## src/core/mbs_pkg.sv

```systemverilog
package mbs_pkg;
	localparam int VA_W = 24;
	localparam int PA_W = 25;
	localparam int TLB_N = 8;
	localparam int TLB_IW = 3;
	localparam int PAGE_W = 9;
	localparam int VPN_W = VA_W - PAGE_W;
	localparam int PFN_W = PA_W - PAGE_W;
	// pte low word field positions
	localparam int PTE_V_BIT = 0;
	localparam int PTE_PL_LO = 1;
	localparam int PTE_R_BIT = 3;
	localparam int PTE_M_BIT = 4;
	localparam logic [3:0] ST_RMW_READ = 4'hb;
	localparam logic DIR_READ = 1'b0;
	localparam logic DIR_WRITE = 1'b1;
	localparam int WALK_WORDS = 4;
	localparam logic [1:0] CNT_ZERO = 2'h0;
	localparam logic [24:0] PTB_RESET = 25'h0000000;
	localparam int T32_HOLD = 3;

	typedef enum logic [3:0] {
		MBS_IDLE = 4'h0,
		MBS_XLAT = 4'h1,
		MBS_XFER = 4'h3,
		MBS_WAIT = 4'h2,
		MBS_END = 4'h6,
		MBS_WPHOLD = 4'h7,
		MBS_ABORT = 4'h5,
		MBS_GAP = 4'h4,
		MBS_WALK_T1 = 4'hc,
		MBS_WALK_T2 = 4'hd,
		MBS_WALK_T3 = 4'hf,
		MBS_WALK_T4 = 4'he,
		MBS_RESUME = 4'ha
	} mbs_state_e;

	typedef struct packed {
		logic [VA_W-1:0] vaddr;
		logic dir;
		logic [3:0] status;
		logic user;
	} mbs_req_s;

	typedef struct packed {
		logic valid;
		logic [VPN_W-1:0] vpn;
		logic [PFN_W-1:0] pfn;
		logic [1:0] prot;
		logic modified;
	} mbs_tlb_s;

	// protection level 0..3: 0 and 1 none for user, 2 read user, 3 rw user(supervisor always rw)
	function automatic logic mbs_allowed(input logic [1:0] pl, input logic user,
		input logic wr);
		logic ok;
		ok = 1'b1;
		if (user) begin
			ok = (pl == 2'h3) || (pl == 2'h2 && !wr);
		end
		return ok;
	endfunction : mbs_allowed
endpackage : mbs_pkg

```

## src/core/mbs_tlb.sv

```systemverilog
`timescale 1ns/100ps
module mbs_tlb
	import mbs_pkg::*;
(
	// clock and reset
	input wire logic sys_clk,
	input wire logic nrst,
	// lookup
	input wire logic [VPN_W-1:0] look_vpn,
	output logic look_hit,
	output mbs_tlb_s look_entry,
	// fill
	input wire logic fill_en,
	input mbs_tlb_s fill_entry
);
	mbs_tlb_s ent_q [TLB_N];
	logic [TLB_IW-1:0] victim_q;
	logic [TLB_N-1:0] match;

	genvar gi;
	generate
		for (gi = 0; gi < TLB_N; gi++) begin : g_cmp
			assign match[gi] = ent_q[gi].valid && ent_q[gi].vpn == look_vpn;
		end
	endgenerate

	always_comb begin
		look_hit = 1'b0;
		look_entry = '0;
		for (int i = 0; i < TLB_N; i++) begin
			if (match[i]) begin
				look_hit = 1'b1;
				look_entry = ent_q[i];
			end
		end
	end

	// a refill of a present vpn overwrites it, avoiding duplicate hits
	always_ff @(posedge sys_clk or negedge nrst) begin
		if (!nrst) begin
			for (int i = 0; i < TLB_N; i++) begin
				ent_q[i] <= '0;
			end
			victim_q <= '0;
		end else if (fill_en) begin
			if (look_hit) begin
				for (int i = 0; i < TLB_N; i++) begin
					if (match[i]) begin
						ent_q[i] <= fill_entry;
					end
				end
			end else begin
				ent_q[victim_q] <= fill_entry;
				victim_q <= victim_q + 1'b1;
			end
		end
	end
endmodule : mbs_tlb

```

## src/core/mbs_seq.sv

```systemverilog
`timescale 1ns/100ps
// Summary of operation
// - cpu cycle: address, translation, transfer, wait, end; five clocks minimum
// - in address state latch virtual address, direction, status and privilege
// - hit and allowed: drive physical address, pulse strobe in translation state
// - hit but forbidden: pulse abort, no strobe
// - miss or first write to clean page: assert takeover, start own cycles
// - float low address/data pins from first transfer through end state
// - 16-bit mode: hold upper address from translation through end state
// - 32-bit mode: drive upper address only in translation; latched externally
// - own cycles only nested inside a cpu cycle after takeover
// - first write to clean page walks tables and sets modified bit
// - wait one clock after takeover, then four back-to-back 16-bit reads
// - no idle clocks between own cycles unless hold requested
// - drive direction during walk; cpu holds status and privilege
// - clock after last walk end: drop takeover, drive address, pulse strobe
// - write hit to protected clean page: takeover two clocks, abort delayed one
// - low word first; invalid or forbidden entry stops walk, aborts
// - referenced/modified update writes low word back before high word
// - at most two words written per translation
// - ready low repeats wait state, high goes to end state
// - cpu cycles watch ready only in 16-bit mode; 32-bit frees after three
// - abort is a one-clock low pulse
// - width select latched at reset release: high 16-bit, low 32-bit
// - status 1011 counts as a write for protection
// - direction: read 0, write 1
module mbs_seq
	import mbs_pkg::*;
(
	// clock and reset
	input wire logic sys_clk,
	input wire logic nrst,
	// cpu side
	input wire logic addr_strobe_n,
	input wire logic [VA_W-1:0] cpu_vaddr,
	input wire logic transfer_direction_in,
	input wire logic [3:0] cycle_status,
	input wire logic user_mode,
	input wire logic ready,
	input wire logic hold_req,
	input wire logic bus_width_select,
	// table base
	input wire logic [PA_W-1:0] table_base,
	// bus data in
	input wire logic [15:0] low_addr_data_in,
	// bus outputs
	output logic [15:0] low_addr_data_out,
	output logic low_addr_data_oe,
	output logic [8:0] upper_address_lines,
	output logic upper_address_oe,
	output logic transfer_direction_out,
	output logic transfer_direction_oe,
	output logic phys_addr_strobe_n,
	output logic bus_takeover,
	output logic reset_abort_out_n,
	output logic mode_16bit
);
	mbs_state_e st_q;
	mbs_req_s req_q;
	logic width_seen_q;
	logic [1:0] word_q;
	logic wr_phase_q;
	logic [15:0] lo_q;
	logic [15:0] l1_lo_q;
	logic [1:0] wcnt_q;
	logic [1:0] gap_q;
	logic hit;
	mbs_tlb_s hent;
	logic is_wr;
	logic fill_en;
	mbs_tlb_s fill_e;
	logic [PA_W-1:0] walk_addr;
	logic pte_bad;
	logic need_upd;
	logic [15:0] upd_word;
	logic [PA_W-1:0] pa;
	logic [PA_W-1:0] pa_walk;

	mbs_tlb u_tlb (
		.sys_clk(sys_clk),
		.nrst(nrst),
		.look_vpn(req_q.vaddr[VA_W-1:PAGE_W]),
		.look_hit(hit),
		.look_entry(hent),
		.fill_en(fill_en),
		.fill_entry(fill_e)
	);

	assign is_wr = req_q.dir == DIR_WRITE || req_q.status == ST_RMW_READ;
	assign pa = {hent.pfn, req_q.vaddr[PAGE_W-1:0]};
	// level-1 index from top vaddr bits, level-2 from l1 frame plus middle bits
	assign walk_addr = word_q[1] ?
		{l1_lo_q[15:PAGE_W], 9'h000, req_q.vaddr[PAGE_W+6:PAGE_W], word_q[0], 1'b0} :
		{table_base[PA_W-1:11], 1'b0, req_q.vaddr[VA_W-1:VA_W-8], word_q[0], 1'b0};
	assign pte_bad = !lo_q[PTE_V_BIT] ||
		!mbs_allowed(lo_q[PTE_PL_LO+1:PTE_PL_LO], req_q.user, is_wr);
	// low word just read: R always on both levels, M only on level-2 writes
	assign need_upd = !low_addr_data_in[PTE_R_BIT] ||
		(word_q[1] && is_wr && !low_addr_data_in[PTE_M_BIT]);
	always_comb begin
		upd_word = lo_q;
		upd_word[PTE_R_BIT] = 1'b1;
		if (word_q[1] && is_wr) begin
			upd_word[PTE_M_BIT] = 1'b1;
		end
	end

	// width strap caught by the first clock after release
	always_ff @(posedge sys_clk or negedge nrst) begin
		if (!nrst) begin
			width_seen_q <= 1'b0;
			mode_16bit <= 1'b0;
		end else if (!width_seen_q) begin
			width_seen_q <= 1'b1;
			mode_16bit <= bus_width_select;
		end
	end

	// sequencer
	always_ff @(posedge sys_clk or negedge nrst) begin
		if (!nrst) begin
			st_q <= MBS_IDLE;
			req_q <= '0;
			word_q <= '0;
			wr_phase_q <= 1'b0;
			lo_q <= '0;
			l1_lo_q <= '0;
			gap_q <= CNT_ZERO;
		end else begin
			unique case (st_q)
				MBS_IDLE: begin
					if (!addr_strobe_n && width_seen_q) begin
						req_q <= '{cpu_vaddr, transfer_direction_in, cycle_status,
							user_mode};
						st_q <= MBS_XLAT;
					end
				end
				MBS_XLAT: begin
					if (!hit || (is_wr && !hent.modified)) begin
						if (hit && is_wr && !mbs_allowed(hent.prot, req_q.user, 1'b1)) begin
							st_q <= MBS_WPHOLD;
						end else begin
							word_q <= '0;
							gap_q <= CNT_ZERO;
							st_q <= MBS_GAP;
						end
					end else if (!mbs_allowed(hent.prot, req_q.user, is_wr)) begin
						st_q <= MBS_ABORT;
					end else begin
						gap_q <= CNT_ZERO;
						st_q <= MBS_XFER;
					end
				end
				MBS_WPHOLD: st_q <= MBS_ABORT;
				MBS_ABORT: st_q <= MBS_IDLE;
				// first entry spends one extra clock after takeover
				MBS_GAP: begin
					gap_q <= 2'h1;
					if (!hold_req && gap_q != CNT_ZERO) begin
						st_q <= MBS_WALK_T1;
					end
				end
				MBS_WALK_T1: st_q <= MBS_WALK_T2;
				MBS_WALK_T2: st_q <= MBS_WALK_T3;
				MBS_WALK_T3: begin
					if (ready) begin
						st_q <= MBS_WALK_T4;
						if (!wr_phase_q && !word_q[0]) begin
							lo_q <= low_addr_data_in;
						end
					end
				end
				MBS_WALK_T4: begin
					if (wr_phase_q) begin
						wr_phase_q <= 1'b0;
						word_q <= word_q + 2'h1;
						st_q <= hold_req ? MBS_GAP : MBS_WALK_T1;
					end else if (!word_q[0]) begin
						if (pte_bad) begin
							st_q <= MBS_ABORT;
						end else begin
							if (!word_q[1]) begin
								l1_lo_q <= lo_q;
							end
							wr_phase_q <= need_upd;
							word_q <= need_upd ? word_q : word_q + 2'h1;
							st_q <= hold_req ? MBS_GAP : MBS_WALK_T1;
						end
					end else if (word_q == 2'(WALK_WORDS - 1)) begin
						st_q <= MBS_RESUME;
					end else begin
						word_q <= word_q + 2'h1;
						st_q <= hold_req ? MBS_GAP : MBS_WALK_T1;
					end
				end
				// strobe already issued at the last walk end, so this stands for transfer
				MBS_RESUME: begin
					gap_q <= 2'h1;
					st_q <= MBS_WAIT;
				end
				MBS_XFER: begin
					gap_q <= gap_q + 2'h1;
					st_q <= MBS_WAIT;
				end
				MBS_WAIT: begin
					if (mode_16bit ? ready : gap_q == 2'(T32_HOLD - 2)) begin
						st_q <= MBS_END;
					end
					gap_q <= gap_q + 2'h1;
				end
				MBS_END: st_q <= MBS_IDLE;
				default: st_q <= MBS_IDLE;
			endcase
		end
	end

	// tlb refill after a clean walk
	assign fill_en = st_q == MBS_WALK_T4 && word_q == 2'(WALK_WORDS - 1) && !wr_phase_q;
	always_comb begin
		fill_e.valid = 1'b1;
		fill_e.vpn = req_q.vaddr[VA_W-1:PAGE_W];
		fill_e.pfn = {low_addr_data_in[8:0], lo_q[15:PAGE_W]};
		fill_e.prot = lo_q[PTE_PL_LO+1:PTE_PL_LO];
		fill_e.modified = lo_q[PTE_M_BIT] | is_wr;
	end
	// tlb not yet filled at the last walk end: address comes from the fill word
	assign pa_walk = {fill_e.pfn, req_q.vaddr[PAGE_W-1:0]};

	// pin drive, registered from next state decode
	always_ff @(posedge sys_clk or negedge nrst) begin
		if (!nrst) begin
			low_addr_data_out <= '0;
			low_addr_data_oe <= 1'b0;
			upper_address_lines <= '0;
			upper_address_oe <= 1'b0;
			transfer_direction_out <= DIR_READ;
			transfer_direction_oe <= 1'b0;
			phys_addr_strobe_n <= 1'b1;
			bus_takeover <= 1'b0;
			reset_abort_out_n <= 1'b1;
		end else begin
			phys_addr_strobe_n <= 1'b1;
			reset_abort_out_n <= 1'b1;
			low_addr_data_oe <= 1'b0;
			if (st_q == MBS_IDLE) begin
				upper_address_oe <= 1'b0;
			end
			if (st_q == MBS_XLAT) begin
				if (!hit || (is_wr && !hent.modified)) begin
					bus_takeover <= 1'b1;
				end else if (mbs_allowed(hent.prot, req_q.user, is_wr)) begin
					low_addr_data_out <= pa[15:0];
					low_addr_data_oe <= 1'b1;
					upper_address_lines <= pa[PA_W-1:16];
					upper_address_oe <= 1'b1;
					phys_addr_strobe_n <= 1'b0;
				end else begin
					reset_abort_out_n <= 1'b0;
				end
			end
			if (st_q == MBS_WPHOLD) begin
				reset_abort_out_n <= 1'b0;
			end
			if (st_q == MBS_ABORT) begin
				bus_takeover <= 1'b0;
			end
			if ((st_q == MBS_GAP && !hold_req && gap_q != CNT_ZERO) || (st_q == MBS_WALK_T4 &&
				!(word_q[0] && !wr_phase_q && word_q == 2'(WALK_WORDS - 1)) &&
				!(!wr_phase_q && !word_q[0] && pte_bad) && !hold_req)) begin
				transfer_direction_oe <= 1'b1;
				transfer_direction_out <= (st_q == MBS_WALK_T4 && !wr_phase_q &&
					!word_q[0] && need_upd) ? DIR_WRITE : DIR_READ;
				low_addr_data_out <= walk_addr[15:0];
				low_addr_data_oe <= 1'b1;
				upper_address_lines <= walk_addr[PA_W-1:16];
				upper_address_oe <= 1'b1;
				phys_addr_strobe_n <= 1'b0;
			end
			if (st_q == MBS_WALK_T1 && wr_phase_q) begin
				low_addr_data_out <= upd_word;
				low_addr_data_oe <= 1'b1;
			end
			if (st_q == MBS_WALK_T3 && wr_phase_q) begin
				low_addr_data_oe <= 1'b1;
			end
			if (st_q == MBS_WALK_T4 && !wr_phase_q && !word_q[0] && pte_bad) begin
				bus_takeover <= 1'b0;
				transfer_direction_oe <= 1'b0;
				reset_abort_out_n <= 1'b0;
			end
			if (fill_en) begin
				bus_takeover <= 1'b0;
				transfer_direction_oe <= 1'b0;
				low_addr_data_out <= pa_walk[15:0];
				low_addr_data_oe <= 1'b1;
				upper_address_lines <= pa_walk[PA_W-1:16];
				upper_address_oe <= 1'b1;
				phys_addr_strobe_n <= 1'b0;
			end
			if ((st_q == MBS_XFER || st_q == MBS_RESUME) && !mode_16bit) begin
				upper_address_oe <= 1'b0;
			end
		end
	end

	abort_short_a: assert property (@(posedge sys_clk) disable iff (!nrst)
		!reset_abort_out_n |=> reset_abort_out_n)
		else $error("abort pulse longer than one clock");
	abort_pulse_one_a: assert property (@(posedge sys_clk) disable iff (!nrst)
		$fell(reset_abort_out_n) |=> reset_abort_out_n)
		else $error("abort wider than one clock");
	abort_no_strobe_a: assert property (@(posedge sys_clk) disable iff (!nrst)
		!reset_abort_out_n |-> phys_addr_strobe_n)
		else $error("strobe with abort");
	hit_strobe_a: assert property (@(posedge sys_clk) disable iff (!nrst)
		st_q == MBS_XLAT && hit && !(is_wr && !hent.modified) &&
		mbs_allowed(hent.prot, req_q.user, is_wr) |=> !phys_addr_strobe_n && upper_address_oe)
		else $error("hit did not strobe");
	miss_takeover_a: assert property (@(posedge sys_clk) disable iff (!nrst)
		st_q == MBS_XLAT && !hit |=> bus_takeover)
		else $error("miss without takeover");
	wp_takeover_two_a: assert property (@(posedge sys_clk) disable iff (!nrst)
		$rose(bus_takeover) && st_q == MBS_WPHOLD |->
		##1 bus_takeover && !reset_abort_out_n ##1 !bus_takeover)
		else $error("write protect timing wrong");
	walk_gap_one_a: assert property (@(posedge sys_clk) disable iff (!nrst)
		$rose(bus_takeover) && st_q == MBS_GAP && !hold_req |=> ##1 st_q == MBS_WALK_T1)
		else $error("walk did not start after one clock");
	low_float_a: assert property (@(posedge sys_clk) disable iff (!nrst)
		st_q inside {MBS_WAIT, MBS_END} |-> !low_addr_data_oe)
		else $error("low pins driven in transfer");
	upper_32_a: assert property (@(posedge sys_clk) disable iff (!nrst)
		!mode_16bit && st_q == MBS_WAIT |-> !upper_address_oe)
		else $error("upper lines driven in 32-bit transfer");
	dir_walk_a: assert property (@(posedge sys_clk) disable iff (!nrst)
		st_q inside {MBS_WALK_T2, MBS_WALK_T3} |-> transfer_direction_oe)
		else $error("direction not driven in walk");
	cover property (@(posedge sys_clk) disable iff (!nrst) st_q == MBS_XLAT ##1 st_q == MBS_XFER);
	cover property (@(posedge sys_clk) disable iff (!nrst) st_q == MBS_RESUME);
	cover property (@(posedge sys_clk) disable iff (!nrst) $fell(reset_abort_out_n));
	cover property (@(posedge sys_clk) disable iff (!nrst) st_q == MBS_WALK_T3 && wr_phase_q);
endmodule : mbs_seq

```

## config.mk

```make
export PLATFORM = sky130hd
export DESIGN_NAME = mbs_seq
export DESIGN_NICKNAME = d
export VERILOG_FILES = /design/src/core/mbs_pkg.sv /design/src/core/mbs_tlb.sv /design/src/core/mbs_seq.sv
export SDC_FILE = /design/constraint.sdc
export NUM_CORES = 1
export LEC_CHECK = 0
export BUFFER_PORTS_ARGS = -buffer_cell sky130_fd_sc_hd__clkbuf_2
export CELL_PAD_IN_SITES_DETAIL_PLACEMENT = 0
export CELL_PAD_IN_SITES_GLOBAL_PLACEMENT = 1
export CORE_ASPECT_RATIO = 0.6
export CORE_MARGIN = 4
export CORE_UTILIZATION = 46
export DETAILED_ROUTE_END_ITERATION = 6
export PLACE_DENSITY = 0.86
export SLEW_MARGIN = 20
export SYNTH_ARGS = -nofsm -noshare
export SYNTH_HDL_FRONTEND = slang
export SYNTH_HIERARCHICAL = 1
export SYNTH_SLANG_ARGS = --single-unit
```

## constraint.sdc

```tcl
create_clock -name sys_clk -period 4 [get_ports sys_clk]
set_input_delay 0.2 -clock sys_clk [delete_from_list [all_inputs] [get_ports sys_clk]]
set_output_delay 0.2 -clock sys_clk [all_outputs]
set_load 0.005 [all_outputs]
```

==> impl_results.rst <==
.. list-table::
   :header-rows: 1

   * - Metric
     - Value
   * - Outcome
     - complete, no violations
   * - Critical hold path startpoint
     - table_base[16]
   * - Die area
     - 44000 µm²
   * - Die outline width
     - 268 µm
   * - Cells traversed along the worst timing path
     - buf_4, xnor2_1, nand4_1, or4_4, buf_4, nor2_1, o32ai_1, a21bo_2, a32oi_4, nor2_2, nor2_4, a21oi_2, a221oi_1
   * - DR WL met2
     - 20.8 mm
   * - Average cell area after synthesis
     - 12.8 µm²
   * - Initial antenna violation count
     - 0
   * - Final core utilization
     - 55.2%
   * - Number of nets at the end of the flow
     - about 1700
   * - Wire length of the first global-routing pass
     - 81.5 mm
   * - Static leakage
     - 0.0101 µW
   * - Antenna Cells
     - 0
   * - Fin crit share
     - between 90 and 100%
   * - Worst-case hold slack
     - about 0.041 ns
   * - Fraction of final layout cells sized beyond drive strength 1
     - 34.6%
   * - Count of cells along the worst hold path
     - 4
   * - DP HPWL
     - 37.4 mm
   * - Post-detailed-route DRC marker count
     - 0
   * - # port buffers
     - 98
   * - CTS tree
     - yes
   * - Met3 wire len
     - 5.70 mm
   * - Endpoints failing hold
     - 0
   * - Largest net degree at the start of global routing
     - 114
   * - Average routed wire per standard cell
     - 24.2 µm
   * - Via count of the first global-routing pass
     - around 13000
   * - Cell repeated most along the worst path
     - buf_4
   * - Maximum fanout along the worst path
     - 18
   * - Remaining Overflow, GRT
     - 0
   * - Flop-to-flop setup slack
     - roughly 0.17 ns
   * - VDD IR max
     - around 0.4 mV
   * - Clock latency on the worst-skew pair
     - 0.54 ns
   * - Count of pins over their slew limit
     - 0
   * - Crit. End Element
     - register
   * - Slowest Stage Delay on Critical Path
     - 0.66 ns
   * - Worst Setup Start Kind
     - register
   * - Wire length after detailed routing
     - 53.1 mm
   * - Number of cells produced by synthesis
     - 1459
   * - Die Y-Extent
     - ~160 µm
   * - Largest clock skew in the final design
     - 0.0276 ns
   * - Highest metal used
     - met4
   * - Finish-stage setup viols
     - 0
   * - Reg2reg path depth
     - 13
   * - Critical register-to-register path startpoint
     - fill_e[29]
   * - Initial core utilization
     - a little under half
   * - Violation count after the first detailed-route iteration
     - 1503
   * - Clock slew at the register clock pins of the worst setup and hold paths
     - 0.07 ns
   * - Number of search-and-repair iterations in the first detailed-routing pass
     - 6
   * - Highest clock frequency the design can meet
     - 261 MHz
   * - Overall Global Routing Usage
     - 24.3%
   * - Worst Hold Endpoint
     - upper_address_lines[0]
   * - Netlist Area Pre-Place
     - 18700 µm²
   * - Normalized max-slew margin
     - a little under a quarter
   * - Number of CTS-inserted buffers
     - 36
   * - Slowest stage cell, crit path
     - or4_4
   * - Met1 layer wirelength in the final routing
     - 25.9 mm
   * - Min-Delay Path Class
     - input port to register
   * - Library cell used as clock root buffer
     - clkbuf_16
   * - Total power
     - 11600 µW
   * - Worst slew pin tran
     - between 1 and 1.5 ns
   * - Final Critical Period
     - 3.83 ns
   * - Weighted congestion reported at the end of routability-driven placement
     - 0.947
   * - Count of standard-cell rows
     - 56
   * - Post-route antenna net violation count
     - 0
   * - TNS Setup
     - 0 ns
   * - Core ar.
     - 39600 µm²
   * - Final setup slack of the worst path
     - 0.171 ns
   * - Data arrival time of the critical path
     - 4.25 ns
   * - # IOs
     - 110
   * - H-Tree Level Count
     - 2
   * - Capturing point of the worst reg2reg path
     - low_addr_data_out[5]
   * - Synthesis-to-layout area growth
     - 17.0%
   * - Average vias per placed instance
     - 5.97
   * - Power density over cell area
     - 533 nW/µm²
   * - Yosys warns
     - 6
   * - Number of clock sinks seen by CTS
     - between 300 and 400
   * - Maximum capacitance violations
     - 0
   * - Critical Setup Path Class
     - register to register
   * - Maximum buffer depth of the clock tree
     - 3
   * - Worst Setup Slack post-DPL
     - -0.0371 ns
   * - Data required time of the critical path
     - 4.42 ns
   * - Total number of vias
     - about 13000
==> worst max-delay path: cells and delay by family (launching register included) <==
kind / cells / cell delay, ns
AO/OA/AOI/OAI: 5 / 1.07
flip-flops: 1 / 0.49
AND/OR/NAND/NOR: 5 / 1.48
XOR/XNOR: 1 / 0.20
buffers and inverters: 2 / 0.44
==> state kept, by name, summed over array words and instances, names as in the netlist <==
name and flops:
transfer_direction_oe 1, transfer_direction_out 1, req_q 6, word_q 2, low_addr_data_oe 1, wr_phase_q 1
upper_address_lines 9, phys_addr_strobe_n 1, gap_q 2, l1_lo_q 7, reset_abort_out_n 1, st_q 4
pa 9, bus_takeover 1, lo_q 15, u_tlb/ent_q 280, u_tlb/victim_q 3, fill_e 15
upper_address_oe 1, width_seen_q 1, low_addr_data_out 16, mode_16bit 1
==> area by class of cell <==
type | count | area, µm²
clock buffer | 52 | 1020
fill | 3252 | 17700
tap | 522 | 653
sequential | 378 | 9470
timing repair buffer | 249 | 1880
clock inverter | 10 | 168
multi-input combinational | 969 | 8600
inverter | 17 | 63.8
==> through the flow <==
stage	std cells	cell area [µm²]
floorplan	1467	18700
global placement	2093	20200
detailed placement	2093	20200
CTS	2194	21700
global route	2197	21900
finish	2197	21900
==> cells in the final DEF, fill, tap and decap left out, types with 8 or more instances in the layout <==
cell type,n
and3_1,10
dfrtp_2,10
dfrtp_1,366
a31oi_1,9
conb_1,9
a22o_1,9
clkbuf_16,36
clkbuf_1,10
mux2_1,80
or3_1,21
o32ai_1,20
dlygate4sd3_1,39
xnor2_1,122
o21ai_0,18
o221ai_1,21
nand2_1,41
clkbuf_2,97
nand3_1,14
o31ai_1,9
buf_12,10
buf_4,97
mux2_4,30
nor4_4,8
nor3_1,8
a221oi_1,26
inv_1,15
mux2_2,227
nor2_1,70
mux2i_1,14
nor2b_1,11
o21a_1,22
a211oi_1,8
nand4_1,33
a21oi_1,40
==> repair_timing <==
item,4_1_cts,5_1_grt
resized for setup,4,24
endpoints found under the hold margin,145,0
endpoints found under the setup margin,6,29
pin swaps,0,8
buffers inserted,0,3
hold buffers,39,0
==> power by group <==
part / total, µW / switching, µW / internal, µW
Sequential: 4680 / 492 / 4190
Clock: 3530 / 1490 / 2040
Combinational: 3430 / 1920 / 1510
==> metal layers <==
layer | GRT usage (%) | up-vias
met3 | 7.26 | 54
met4 | 4.37 | 0
met1 | 39.4 | 6793
li1 | - | 5711
met5 | 0 | -
met2 | 31.7 | 550
==> worst max path at each step <==
stage,startpoint,to,slack [ns],depth (start not counted)
after floorplan,fill_e[32],upper_address_lines[1],0.33,17
after detailed placement,fill_e[23],low_addr_data_out[5],-0.04,13
final,fill_e[29],low_addr_data_out[5],0.17,13
after global routing,fill_e[27],low_addr_data_out[1],-0.05,17
after global placement,fill_e[23],low_addr_data_out[1],0.05,15
after CTS,fill_e[21],low_addr_data_out[1],0.01,16
Power figures use the tool's default switching activity.
